<file path="src/core/ssc_pkg.sv">
// constants, register map and types shared by the strength/cca/channel control block
package ssc_pkg;
    // timing: 50 MHz clock, 16 us symbol, 8-symbol averaging window
    localparam int CLK_NS = 20;
    localparam int SYM_NS = 16000;
    localparam int SYM_CYC = SYM_NS / CLK_NS;
    localparam int AVG_SYMS = 8;
    localparam int QUAL_CYC = AVG_SYMS * SYM_CYC;
    localparam int CAL_NS = 192000;
    localparam int CAL_CYC_DEF = CAL_NS / CLK_NS;
    // register byte offsets
    localparam int ADDR_W = 5;
    localparam logic [ADDR_W-1:0] OFS_MODEM = 5'h00;
    localparam logic [ADDR_W-1:0] OFS_THRESH = 5'h04;
    localparam logic [ADDR_W-1:0] OFS_SYNTH = 5'h08;
    localparam logic [ADDR_W-1:0] OFS_TX_CONTROL = 5'h0c;
    localparam logic [ADDR_W-1:0] OFS_STROBE = 5'h10;
    localparam logic [ADDR_W-1:0] OFS_STATUS = 5'h14;
    localparam logic [ADDR_W-1:0] OFS_FRAME = 5'h18;
    // modem_control_register0 fields
    localparam int MODE_LSB = 0;
    localparam int ACS_BIT = 2;
    localparam int HYST_LSB = 3;
    localparam int INV_BIT = 6;
    // strobe bits
    localparam int STB_RX_ON = 0;
    localparam int STB_TX_ON = 1;
    localparam int STB_COND_TX = 2;
    localparam int STB_OFF = 3;
    // status fields
    localparam int STS_SV_BIT = 8;
    localparam int STS_CV_BIT = 9;
    localparam int STS_TXA_BIT = 10;
    localparam int STS_CAL_BIT = 11;
    localparam int STS_CLR_BIT = 12;
    // reset values
    localparam logic [1:0] MODE_RST = 2'h3;
    localparam logic [2:0] HYST_RST = 3'h2;
    localparam logic [7:0] THR_RST = 8'he0;
    localparam logic [9:0] CARRIER_FREQUENCY_WORD_RST = 10'h165;
    localparam logic [15:0] TXC_RST = 16'ha0ff;
    // carrier arithmetic in MHz
    localparam logic [11:0] LO_BASE = 12'h800;
    localparam logic [11:0] IF_OFS = 12'h002;
    // clear channel modes
    localparam logic [1:0] CCM_ENERGY = 2'h1;
    localparam logic [1:0] CCM_DATA = 2'h2;
    localparam logic [1:0] CCM_BOTH = 2'h3;

    typedef enum logic [2:0] {
        ST_IDLE, ST_RX_CAL, ST_RX, ST_TX_CAL, ST_ACK_CAL, ST_TX
    } ssc_state_e;
endpackage

</file>
<file path="src/core/ssc_avg_if.sv">
// link between the controller and its strength averager
`timescale 1ns/1ps
interface ssc_avg_if;
    logic tick;
    logic clr;
    logic signed [7:0] sample;
    logic signed [7:0] avg;
    logic valid;
    modport ctl (output tick, output clr, output sample, input avg, input valid);
    modport avg_side (input tick, input clr, input sample, output avg, output valid);
endinterface

</file>
<file path="src/core/ssc_avg.sv">
// sliding average of the strength samples over the last n symbols
`timescale 1ns/1ps
module ssc_avg #(
    parameter int W = 8,
    parameter int N = 8
) (
    // clock and reset
    input wire logic clk,
    input wire logic rst_n,
    // controller side
    ssc_avg_if.avg_side a
);
    import ssc_pkg::*;
    localparam int LN = $clog2(N);
    localparam int SW = W + LN;

    // elaboration guard: the shift-based divide needs a power-of-two window
    if (N < 2 || N != (1 << LN) || W != 8) begin : g_bad_size
        $error("ssc_avg: N must be a power of two and W must be 8");
    end

    typedef struct packed {
        logic [N-1:0][W-1:0] win;
        logic signed [SW-1:0] sum;
        logic [LN:0] cnt;
        logic signed [W-1:0] avg;
        logic v;
    } ssc_avg_s;

    ssc_avg_s r_reg;
    ssc_avg_s r_next;

    // running sum: add the newest symbol, drop the one leaving the window
    always_comb begin
        r_next = r_reg;
        if (a.clr) begin
            r_next = '0;
        end else if (a.tick) begin
            r_next.sum = r_reg.sum + SW'(a.sample) - SW'($signed(r_reg.win[N-1]));
            r_next.win = {r_reg.win[N-2:0], a.sample};
            if (r_reg.cnt != (LN+1)'(N)) begin
                r_next.cnt = r_reg.cnt + 1'b1;
            end
            // valid only once the window is full
            r_next.v = (r_next.cnt == (LN+1)'(N));
            r_next.avg = W'(r_next.sum >>> LN);
        end
    end

    always_ff @(posedge clk or negedge rst_n) begin
        if (!rst_n) begin
            r_reg <= '0;
        end else begin
            r_reg <= r_next;
        end
    end

    assign a.avg = r_reg.avg;
    assign a.valid = r_reg.v;
endmodule

</file>
<file path="src/core/ssc_ctrl.sv">
// signal strength, clear channel, channel word and power control with avalon-mm registers
// Notes on behaviour
// - strength readable as 8-bit signed two's complement field
// - strength is the average of eight symbol periods, 128 us
// - strength-valid set only after eight symbols of enabled receiver
// - strength recomputed every symbol once valid while receiving
// - 7-bit average correlation over eight symbols after frame delimiter
// - with auto checksum, correlation, strength and checksum flag appended per frame
// - clear channel compares strength with host threshold in 1 dB steps
// - clear channel valid only after eight symbols of enabled receiver
// - host-set hysteresis on the energy threshold comparison
// - mode 1 energy, 2 no valid data, 3 both, 0 reserved
// - clear channel pin active high, inverted by a host bit
// - conditional transmit strobe starts transmission only on a clear channel
// - transmit-active status bit shows the transmit started
// - carrier MHz is 2048 plus the 10-bit frequency word
// - receive oscillator sits 2 MHz below carrier, transmit on carrier
// - oscillator calibrated on each receive, transmit or ack transmit entry
// - 5-bit power level in transmit control register, reset 0xA0FF
// - regulator follows the regulator enable pin
`timescale 1ns/1ps
module ssc_ctrl #(
    parameter int CAL_CYC = ssc_pkg::CAL_CYC_DEF
) (
    // clock and reset
    input wire logic SYS_CLK,
    input wire logic NRST,
    // avalon-mm slave
    input wire logic [ssc_pkg::ADDR_W-1:0] AVS_ADDRESS,
    input wire logic AVS_READ,
    input wire logic AVS_WRITE,
    input wire logic [31:0] AVS_WRITEDATA,
    input wire logic [3:0] AVS_BYTEENABLE,
    output logic [31:0] AVS_READDATA,
    output logic AVS_WAITREQUEST,
    // demodulator measurements
    input wire logic signed [7:0] STRENGTH_SAMPLE,
    input wire logic [6:0] CORR_SAMPLE,
    input wire logic SFD_DETECT,
    input wire logic FRAME_DONE,
    input wire logic CRC_OK,
    input wire logic RX_FRAME_ACTIVE,
    input wire logic ACK_REQUEST,
    input wire logic TX_DONE,
    input wire logic REGULATOR_ENABLE_PIN,
    // radio control outputs
    output logic CCA_OUT,
    output logic RX_ENABLE,
    output logic TX_ENABLE,
    output logic CAL_ACTIVE,
    output logic [11:0] LO_CARRIER_FREQUENCY_WORD_MHZ,
    output logic [4:0] POWER_AMP_SETTING,
    output logic REGULATOR_ON,
    output logic APPEND_STROBE
);
    import ssc_pkg::*;

    // elaboration guard: the 14-bit timer cannot count further
    if (CAL_CYC < 1 || CAL_CYC > 16383) begin : g_bad_cal
        $error("ssc_ctrl: CAL_CYC must lie in 1..16383");
    end

    localparam logic [13:0] CAL_LAST = 14'(CAL_CYC - 1);
    localparam logic [9:0] SYM_LAST = 10'(SYM_CYC - 1);

    typedef struct packed {
        ssc_state_e st;
        logic [13:0] tmr;
        logic [9:0] sym;
        logic ack;
        logic [31:0] rdata;
        logic [1:0] mode;
        logic acs;
        logic [2:0] hyst;
        logic inv;
        logic [7:0] thr;
        logic [9:0] carrier_frequency_word;
        logic [15:0] txc;
        logic clr_st;
        logic cbusy;
        logic [2:0] ccnt;
        logic [9:0] csum;
        logic [6:0] corr;
        logic [15:0] frm;
        logic app;
        logic [11:0] lo;
        logic [4:0] pa;
        logic reg_on;
        logic cca_pin;
    } ssc_ctrl_s;

    ssc_ctrl_s r_reg;
    ssc_ctrl_s r_next;
    ssc_avg_if avg_bus();

    logic req;
    logic wr_eff;
    logic rx_on;
    logic tick;
    logic valid;
    logic energy_ok;
    logic cca_ok;
    logic tx_active;
    logic [31:0] wd;
    logic [31:0] status_w;
    logic signed [8:0] lower;

    // merge write data into an old word under the byte enables
    function automatic logic [31:0] merge(input logic [31:0] old, input logic [31:0] nw,
                                          input logic [3:0] be);
        logic [31:0] res;
        res = old;
        for (int i = 0; i < 4; i++) begin
            if (be[i]) begin
                res[8*i +: 8] = nw[8*i +: 8];
            end
        end
        return res;
    endfunction

    // one wait cycle per access; write lands on the edge with waitrequest low
    assign req = AVS_READ | AVS_WRITE;
    assign AVS_WAITREQUEST = req & ~r_reg.ack;
    assign wr_eff = AVS_WRITE & r_reg.ack;

    // symbol timing only runs while the receiver is on
    assign rx_on = (r_reg.st == ST_RX);
    assign tick = rx_on && (r_reg.sym == SYM_LAST);

    assign avg_bus.tick = tick;
    assign avg_bus.clr = ~rx_on;
    assign avg_bus.sample = STRENGTH_SAMPLE;
    assign valid = avg_bus.valid;

    ssc_avg #(.W(8), .N(AVG_SYMS)) u_avg (
        .clk(SYS_CLK),
        .rst_n(NRST),
        .a(avg_bus.avg_side)
    );

    // busy threshold minus hysteresis releases the channel
    assign lower = $signed({r_reg.thr[7], r_reg.thr}) - $signed({6'h00, r_reg.hyst});

    // clear channel mode select; reserved mode never reports clear
    always_comb begin
        energy_ok = r_reg.clr_st;
        unique case (r_reg.mode)
            CCM_ENERGY: cca_ok = valid & energy_ok;
            CCM_DATA: cca_ok = valid & ~RX_FRAME_ACTIVE;
            CCM_BOTH: cca_ok = valid & energy_ok & ~RX_FRAME_ACTIVE;
            default: cca_ok = 1'b0;
        endcase
    end

    assign tx_active = (r_reg.st == ST_TX_CAL) || (r_reg.st == ST_ACK_CAL) || (r_reg.st == ST_TX);

    // status word; cca valid shares the eight-symbol qualification
    always_comb begin
        status_w = '0;
        status_w[7:0] = avg_bus.avg;
        status_w[STS_SV_BIT] = valid;
        status_w[STS_CV_BIT] = valid;
        status_w[STS_TXA_BIT] = tx_active;
        status_w[STS_CAL_BIT] = CAL_ACTIVE;
        status_w[STS_CLR_BIT] = cca_ok;
    end

    // all next-state logic: bus, fsm, measurements
    always_comb begin
        r_next = r_reg;
        r_next.ack = req & ~r_reg.ack;
        r_next.app = 1'b0;
        wd = '0;
        // read data captured on the first edge, presented at the answering edge
        if (req && !r_reg.ack) begin
            unique case (AVS_ADDRESS)
                OFS_MODEM: r_next.rdata = {25'h0, r_reg.inv, r_reg.hyst, r_reg.acs, r_reg.mode};
                OFS_THRESH: r_next.rdata = {24'h0, r_reg.thr};
                OFS_SYNTH: r_next.rdata = {22'h0, r_reg.carrier_frequency_word};
                OFS_TX_CONTROL: r_next.rdata = {16'h0, r_reg.txc};
                OFS_STATUS: r_next.rdata = status_w;
                OFS_FRAME: r_next.rdata = {16'h0, r_reg.frm};
                default: r_next.rdata = '0;
            endcase
        end
        if (wr_eff) begin
            unique case (AVS_ADDRESS)
                OFS_MODEM: begin
                    wd = merge({25'h0, r_reg.inv, r_reg.hyst, r_reg.acs, r_reg.mode},
                               AVS_WRITEDATA, AVS_BYTEENABLE);
                    r_next.mode = wd[MODE_LSB +: 2];
                    r_next.acs = wd[ACS_BIT];
                    r_next.hyst = wd[HYST_LSB +: 3];
                    r_next.inv = wd[INV_BIT];
                end
                OFS_THRESH: r_next.thr = AVS_BYTEENABLE[0] ? AVS_WRITEDATA[7:0] : r_reg.thr;
                OFS_SYNTH: begin
                    wd = merge({22'h0, r_reg.carrier_frequency_word}, AVS_WRITEDATA, AVS_BYTEENABLE);
                    r_next.carrier_frequency_word = wd[9:0];
                end
                OFS_TX_CONTROL: begin
                    wd = merge({16'h0, r_reg.txc}, AVS_WRITEDATA, AVS_BYTEENABLE);
                    r_next.txc = wd[15:0];
                end
                OFS_STROBE: wd = merge(32'h0, AVS_WRITEDATA, AVS_BYTEENABLE);
                default: wd = '0;
            endcase
            if (AVS_ADDRESS != OFS_STROBE) begin
                wd = '0;
            end
        end

        // radio sequencer; calibration timer restarts on every state change
        r_next.tmr = r_reg.tmr + 14'h0001;
        unique case (r_reg.st)
            ST_IDLE: begin
                if (wd[STB_TX_ON]) begin
                    r_next.st = ST_TX_CAL;
                end else if (wd[STB_RX_ON]) begin
                    r_next.st = ST_RX_CAL;
                end
            end
            ST_RX_CAL, ST_TX_CAL, ST_ACK_CAL: begin
                if (r_reg.tmr == CAL_LAST) begin
                    r_next.st = (r_reg.st == ST_RX_CAL) ? ST_RX : ST_TX;
                end
            end
            ST_RX: begin
                // conditional start needs a clear channel
                if (wd[STB_TX_ON] || (wd[STB_COND_TX] && cca_ok)) begin
                    r_next.st = ST_TX_CAL;
                end else if (ACK_REQUEST) begin
                    r_next.st = ST_ACK_CAL;
                end
            end
            ST_TX: begin
                if (TX_DONE) begin
                    r_next.st = ST_RX_CAL;
                end
            end
            default: r_next.st = ST_IDLE; // unused codes fall back to idle
        endcase
        if (wd[STB_OFF]) begin
            r_next.st = ST_IDLE;
        end
        if (r_next.st != r_reg.st) begin
            r_next.tmr = '0;
        end

        r_next.sym = (!rx_on || tick) ? 10'h000 : r_reg.sym + 10'h001;

        // energy state with hysteresis, released below threshold minus hysteresis or whenever strength is not valid
        if (!valid) begin
            r_next.clr_st = 1'b1;
        end else if (r_reg.clr_st && $signed(avg_bus.avg) >= $signed(r_reg.thr)) begin
            r_next.clr_st = 1'b0;
        end else if (!r_reg.clr_st && $signed({avg_bus.avg[7], avg_bus.avg}) < lower) begin
            r_next.clr_st = 1'b1;
        end

        // correlation over the eight symbols after the delimiter
        if (!rx_on) begin
            r_next.cbusy = 1'b0;
        end else if (SFD_DETECT) begin
            r_next.cbusy = 1'b1;
            r_next.ccnt = '0;
            r_next.csum = '0;
        end else if (tick && r_reg.cbusy) begin
            r_next.csum = r_reg.csum + {3'h0, CORR_SAMPLE};
            r_next.ccnt = r_reg.ccnt + 3'h1;
            if (r_reg.ccnt == 3'h7) begin
                r_next.cbusy = 1'b0;
                r_next.corr = r_next.csum[9:3];
            end
        end

        // appended status per frame when auto checksum is on
        if (FRAME_DONE && r_reg.acs) begin
            r_next.frm = {CRC_OK, avg_bus.avg, r_reg.corr};
            r_next.app = 1'b1;
        end

        // oscillator frequency, 2 MHz low on the receive side
        if (r_next.st == ST_RX_CAL || r_next.st == ST_RX) begin
            r_next.lo = LO_BASE + {2'h0, r_reg.carrier_frequency_word} - IF_OFS;
        end else begin
            r_next.lo = LO_BASE + {2'h0, r_reg.carrier_frequency_word};
        end
        // power level from the low five bits of transmit control
        r_next.pa = r_reg.txc[4:0];
        r_next.reg_on = REGULATOR_ENABLE_PIN;
        // pin polarity; an unqualified result reads as busy
        r_next.cca_pin = cca_ok ^ r_reg.inv;
    end

    always_ff @(posedge SYS_CLK or negedge NRST) begin
        if (!NRST) begin
            r_reg <= '{st: ST_IDLE, mode: MODE_RST, hyst: HYST_RST, thr: THR_RST,
                       carrier_frequency_word: CARRIER_FREQUENCY_WORD_RST, txc: TXC_RST, clr_st: 1'b1, lo: LO_BASE, default: '0};
        end else begin
            r_reg <= r_next;
        end
    end

    assign AVS_READDATA = r_reg.rdata;
    assign CCA_OUT = r_reg.cca_pin;
    assign RX_ENABLE = rx_on;
    assign TX_ENABLE = (r_reg.st == ST_TX);
    assign CAL_ACTIVE = (r_reg.st == ST_RX_CAL) || (r_reg.st == ST_TX_CAL) ||
                        (r_reg.st == ST_ACK_CAL);
    assign LO_CARRIER_FREQUENCY_WORD_MHZ = r_reg.lo;
    assign POWER_AMP_SETTING = r_reg.pa;
    assign REGULATOR_ON = r_reg.reg_on;
    assign APPEND_STROBE = r_reg.app;

    // helper: cycles spent in receive, saturating
    logic [13:0] rx_age;
    always_ff @(posedge SYS_CLK or negedge NRST) begin
        if (!NRST) begin
            rx_age <= '0;
        end else if (!rx_on) begin
            rx_age <= '0;
        end else if (rx_age != 14'h3fff) begin
            rx_age <= rx_age + 14'h0001;
        end
    end
endmodule

</file>
<file path="config.mk">
export PLATFORM = sky130hd
export DESIGN_NAME = ssc_ctrl
export DESIGN_NICKNAME = d
export VERILOG_FILES = /design/src/core/ssc_pkg.sv /design/src/core/ssc_avg_if.sv /design/src/core/ssc_avg.sv /design/src/core/ssc_ctrl.sv
export SDC_FILE = /design/constraint.sdc
export NUM_CORES = 1
export LEC_CHECK = 0
export BUFFER_PORTS_ARGS = -buffer_cell sky130_fd_sc_hd__buf_2
export CORE_ASPECT_RATIO = 0.7
export CORE_MARGIN = 8
export CORE_UTILIZATION = 45
export DETAILED_ROUTE_END_ITERATION = 16
export GPL_ROUTABILITY_DRIVEN = 0
export PLACE_DENSITY = 0.65
export SYNTH_ARGS = -nofsm -noshare
export SYNTH_HDL_FRONTEND = slang
export SYNTH_HIERARCHICAL = 1
export SYNTH_SLANG_ARGS = --single-unit
export TNS_END_PERCENT = 1
</file>
<file path="constraint.sdc">
create_clock -name SYS_CLK -period 3 [get_ports SYS_CLK]
set_clock_uncertainty 0.2 [all_clocks]
set_input_delay 0.45 -clock SYS_CLK [delete_from_list [all_inputs] [get_ports SYS_CLK]]
set_output_delay 0.45 -clock SYS_CLK [all_outputs]
set_load 0.02 [all_outputs]
</file>
## Word level (Yosys, flattened, before mapping)

Index checks and enable logic that the tools add are counted.

- Order comparisons: 2
- Reductions and logical operators: 28
- Add/sub/neg operators: 10
- Mux-type cells: 37
- Equality and inequality tests: 27
- Bitwise logic cells: 10

Operators with widths:

| kind | count |
|---|---|
| 88-bit 2-to-1 mux | 2 |
| 16-bit case mux with 6 select lines | 1 |
| 14-bit 2-to-1 mux | 2 |
| 3-bit 2-to-1 mux | 8 |
| 4-bit 2-to-1 mux | 6 |
| 8-bit 2-to-1 mux | 3 |
| 21-bit 2-to-1 mux | 1 |
| 4-bit case mux with 4 select lines | 1 |
| 5-bit == test (second input constant) | 3 |
| 14-bit by 1-bit adder with 14-bit output (second input constant) | 1 |
| 14-bit == test (second input constant) | 1 |
| 7-bit 2-to-1 mux | 2 |
| 12-bit by 10-bit adder with 12-bit output (first input constant) | 1 |
| 12-bit 2-to-1 mux | 1 |
| 3-bit case mux with 4 select lines | 1 |
| 12-bit by 2-bit subtractor with 12-bit output (second input constant) | 1 |
| 11-bit by 8-bit adder with 11-bit output | 1 |
| 11-bit by 8-bit subtractor with 11-bit output | 1 |
| 10-bit by 1-bit adder with 10-bit output (second input constant) | 1 |
| 10-bit by 7-bit adder with 10-bit output | 1 |
| 10-bit == test (second input constant) | 1 |
| 5-bit by 4-bit == test with 1-bit output (second input constant) | 2 |
| 10-bit 2-to-1 mux | 1 |
| 2-bit AND reduction | 5 |
| other kinds (34) | 66 |

- Bits in registers: 247
- Output and inout port bits: 56

## Logic depth before layout (Yosys ltp)

- Depth in word-level cells: 12
- Depth in mapped cells: 14

## Hierarchy

Netlist, hierarchy kept.

By module, submodules not included:

| module | cells an instance | instances | area an instance (um^2) |
|---|---|---|---|
| ssc_ctrl | 734 | 1 | 7617.3 |
| ssc_avg | 385 | 1 | 4195.3 |

## Least setup slack after synthesis

OpenSTA, ideal clock, no wires.

- Path kind: input port to flip-flop
- Start: input STRENGTH_SAMPLE[7]
- End: register u_avg/r_reg[23] (netlist name)
- Slack: 0.185 ns
- Setup time: 0.128 ns
- Stages: 9
- Arrival: 2.487 ns
- Path buffers: 0
- Path through: inv_1 > fa_1 > inv_1 > ha_1 > a21o_1 > a211o_1 > o22ai_2 > mux2i_1 > mux2_1

- Cells in the longest elaborated chain, start to end: 4

Ends and longest elaborated chain:

| item | RTL line | RTL |
|---|---|---|
| start, declared | ssc_ctrl.sv:37 | `input wire logic signed [7:0] STRENGTH_SAMPLE,` |
| 11-bit by 8-bit adder with 11-bit output | ssc_avg.sv:39 | `r_next.sum = r_reg.sum + SW'(a.sample) - SW'($signed(r_reg.win[N-1]));` |
| 11-bit by 8-bit subtractor with 11-bit output | ssc_avg.sv:39 |  |
| 88-bit 2-to-1 mux | ssc_avg.sv:38 | `end else if (a.tick) begin` |
| 88-bit 2-to-1 mux | ssc_avg.sv:36 | `if (a.clr) begin` |
| end signal, assigned | ssc_avg.sv:54 | `r_reg <= r_next;` |
| end, declared | ssc_avg.sv:30 | `ssc_avg_s r_reg;` |

Every way passes these cells. The select of a mux whose other input is x is not followed.
A chain may end at the register's enable or synchronous reset.

==> results.md <==
* Crit Path Category: flip-flop to flip-flop
* Die Wd at 209.7 µm
* Wirelength per Cell at about 17 µm
* Count leader, synth: dfrtp_1
* Post-route ant nets at 0
* Rel. slew slack at 0.4119
* Clock Root Buffer: clkbuf_16
* RR Endpoint: energy_ok
* CTS clk-pin slew, worst paths at 0.06 ns
* Hold_ws at between 0.015 and 0.02 ns
* Synth warnings at 6
* Clock power share at 0.421
* Critical path required time at 3.23 ns
* Synth Flop Type: dfrtp_1
* Total length of routed wires at between 20 and 30 mm
* Period utilisation layout at 0.9670
* Pwr Total at ~7.0 mW
* Number of inserted diodes at 0
* First-pass GRT wire length at approximately 44 mm
* H-tree depth at 1
* P&R area growth vs syn at 15.26%
* Die footprint at 31770 µm²
* Io pins at roughly 120
* FF-to-FF Start: r_reg[94]
* Distinct cells, synth at 76
* Number of flip-flops in the largest register at 101
* HPWL reported at the end of detailed placement at 19.18 mm
* Cell Rows at 49
* Gate power share at 0.110
* Cell area after synthesis at 11810 µm²
* Max Cap Viol at 0
* PD cells at slightly above 500 nW/µm²
* # clock sinks at roughly 220
* Die H at about 150 µm
* Area share of the largest cell type after synthesis at 0.4237
* Outcome: finished, final reports clean
* NetSw at between 1.5 and 2 mW
* Seq cells post-synth at 223
* Share of layout cells above drive strength 1 at 0.2292
* Most common library cells after synthesis: dfrtp_1 (200), nor2_1 (126), mux2i_1 (82), nand2_1 (73), inv_1 (66)
* Fin cells at roughly 1600
* Leak at 6.238 nW
* Final min period at between 2 and 3 ns
* R2R depth at 11
* Final hold violations at 0
* Arr. time, crit path at approximately 3.1 ns
* Tightest Hold Check Type: input pin to flip-flop
* Post-synth EDFFs at 0
* Worst-Margin Slew at between 0.8 and 0.9 ns
* Worst Hold Depth at 2
* Via density at 5.216
* Largest net degree at the start of global routing at 88
* Peak VDD IR at 0.0003437 V
* Placed cells at roughly 1500
* CORE AREA at about 26000 µm²
* DRC viols at 0
* Worst-path fanout max at 3
* Grt total ovfl at 0
* Largest cells by area after synthesis: dfrtp_1 (42%), mux2i_1 (6.9%), dfstp_2 (5.1%)
* Cell accounting for the most synthesized area: dfrtp_1
* CP Launch Type: flip-flop
* Initial DRT Pass Iterations at 5
* CTS tree: yes
* Sw Ratio at 0.2522
* Pre-CTS setup slack at -0.1736 ns
* Flop pwr share at 0.469
* Antenna violations before repair at 0
* Register area share after synthesis at 0.4748
* Count of final setup violators at 0
* CTS Buf Count at 24
* RSZ-0062 raised after global routing: true
* PortBufs at a little under 90
* Final Max Tran Viols at 0
* Crit end category: flip-flop
* Nets@finish at around 1400
* Initial core utilization at 0.4587
* All-Layer GR Usage at 0.1683
* Worst-skew pair later-pin latency at roughly 0.51 ns
* Setup ws final at ~0.099 ns
* HP Start: AVS_WRITEDATA[14]
* Syn avg cell area at ~11 µm²
* Reg-to-reg setup timing slack at just under 0.1 ns
* Int Power at between 5 and 6 mW
* Post-synthesis async set-or-reset flop share at 1.000
* Total number of vias at 8236
* Number of global-route vias before repair at slightly above 8000
* Worst-case clock buffer depth at 3
* Initial DRC count at 579
* TNS Setup at 0 ns
* Post-CTS setup buffer count at 0
* FMAX at about 340 MHz
* Gate Count Post-Synth at ~1100
* Worst Hold End: r_reg[72]
-- placed cells by master (no fill, tap or decap), drive strengths merged, types with 23 or more instances in the layout --
cell,Yosys,final
nor2,126,126
clkbuf,28,35
ha,44,44
nand3,25,25
buf,69,153
dfrtp,200,200
nand2,75,75
dfstp,23,23
o21ai,55,55
mux2,48,48
xnor2,33,33
mux2i,82,82
inv,66,67
a21oi,41,41
-- timing repair --
| action | CTS | global route |
|---|---|---|
| hold buffers | 15 | 1 |
| hold endpoints to repair | 78 | 1 |
| setup endpoints to repair | 0 | 16 |
| resized for setup | 0 | 5 |
-- layer usage --
metal	global-route usage	part of all wire	wire (µm)	vias to the layer above
li1	-	-	-	4007
met1	0.2545	0.51	13670	4031
met2	0.2528	0.43	11370	172
met3	0.02651	0.048	1289	26
met4	0.03197	0.014	367	0
met5	0	0	0	-
-- cell families (layout without fill, tap and decap cells) --
logic type,Yosys count,in the layout,synth area share
flops,223,223,0.4748
simple gates,321,321,0.1324
buf+inv,163,277,0.07584
xor+xnor,53,53,0.03930
compound gates,172,172,0.09512
mux,130,130,0.1152
other cells,1,16,0.0003175
fa+ha+maj,56,56,0.06694
-- power groups by stage --
| stage | combinational, mW | clock, mW | sequential (mW) |
|---|---|---|---|
| final | 0.771 | 2.95 | 3.28 |
| after global routing | 0.870 | 3.16 | 3.30 |
| after CTS | 0.772 | 3.03 | 3.28 |
| after detailed placement | 0.752 | 0 | 3.33 |
| after global placement | 0.735 | 0 | 3.33 |
| after floorplan | 0.516 | 0 | 3.30 |
-- how the worst max path moves through the flow --
stage	start	to	slack, ns	cells after the start
final	r_reg[94]	energy_ok	0.1	11
after global routing	r_reg[84]	energy_ok	-0.1	13
after floorplan	STRENGTH_SAMPLE[7]	u_avg/r_reg[23]	0.19	9
after CTS	r_reg[94]	energy_ok	0.02	11
after detailed placement	AVS_ADDRESS[3]	r_reg[144]	-0.17	9
after global placement	AVS_ADDRESS[3]	r_reg[148]	-0.11	9
-- metrics by stage --
stage / utilization / cell area [µm²]
3_5_place_dp: 0.4916 / 12660
3_3_place_gp: 0.4916 / 12660
6_report: 0.5288 / 13620
4_1_cts: 0.5276 / 13590
2_1_floorplan: - / 11870
5_1_grt: 0.5288 / 13620
-- area by class of cell --
| cell class | instances | area, µm² |
|---|---|---|
| Clock buffer | 35 | 683.2 |
| Clock inverter | 7 | 93.84 |
| Fill cell | 2305 | 12130 |
| Inverter | 66 | 247.7 |
| Multi-Input combinational cell | 748 | 5394 |
| Sequential cell | 223 | 5609 |
| Tap cell | 331 | 414.1 |
| Timing Repair Buffer | 169 | 1174 |
-- critical path: stages, from the launching register on --
cell	delay [ns]
dfstp_2	0.55
inv_1	0.10
fa_1	0.46
a211oi_2	0.28
xnor2_1	0.17
ha_1	0.25
o21ai_0	0.15
a21oi_1	0.06
o21a_1	0.17
o21ai_0	0.16
a31oi_1	0.10
a41oi_1	0.16
Note: power is estimated with default switching activity, not from simulation.
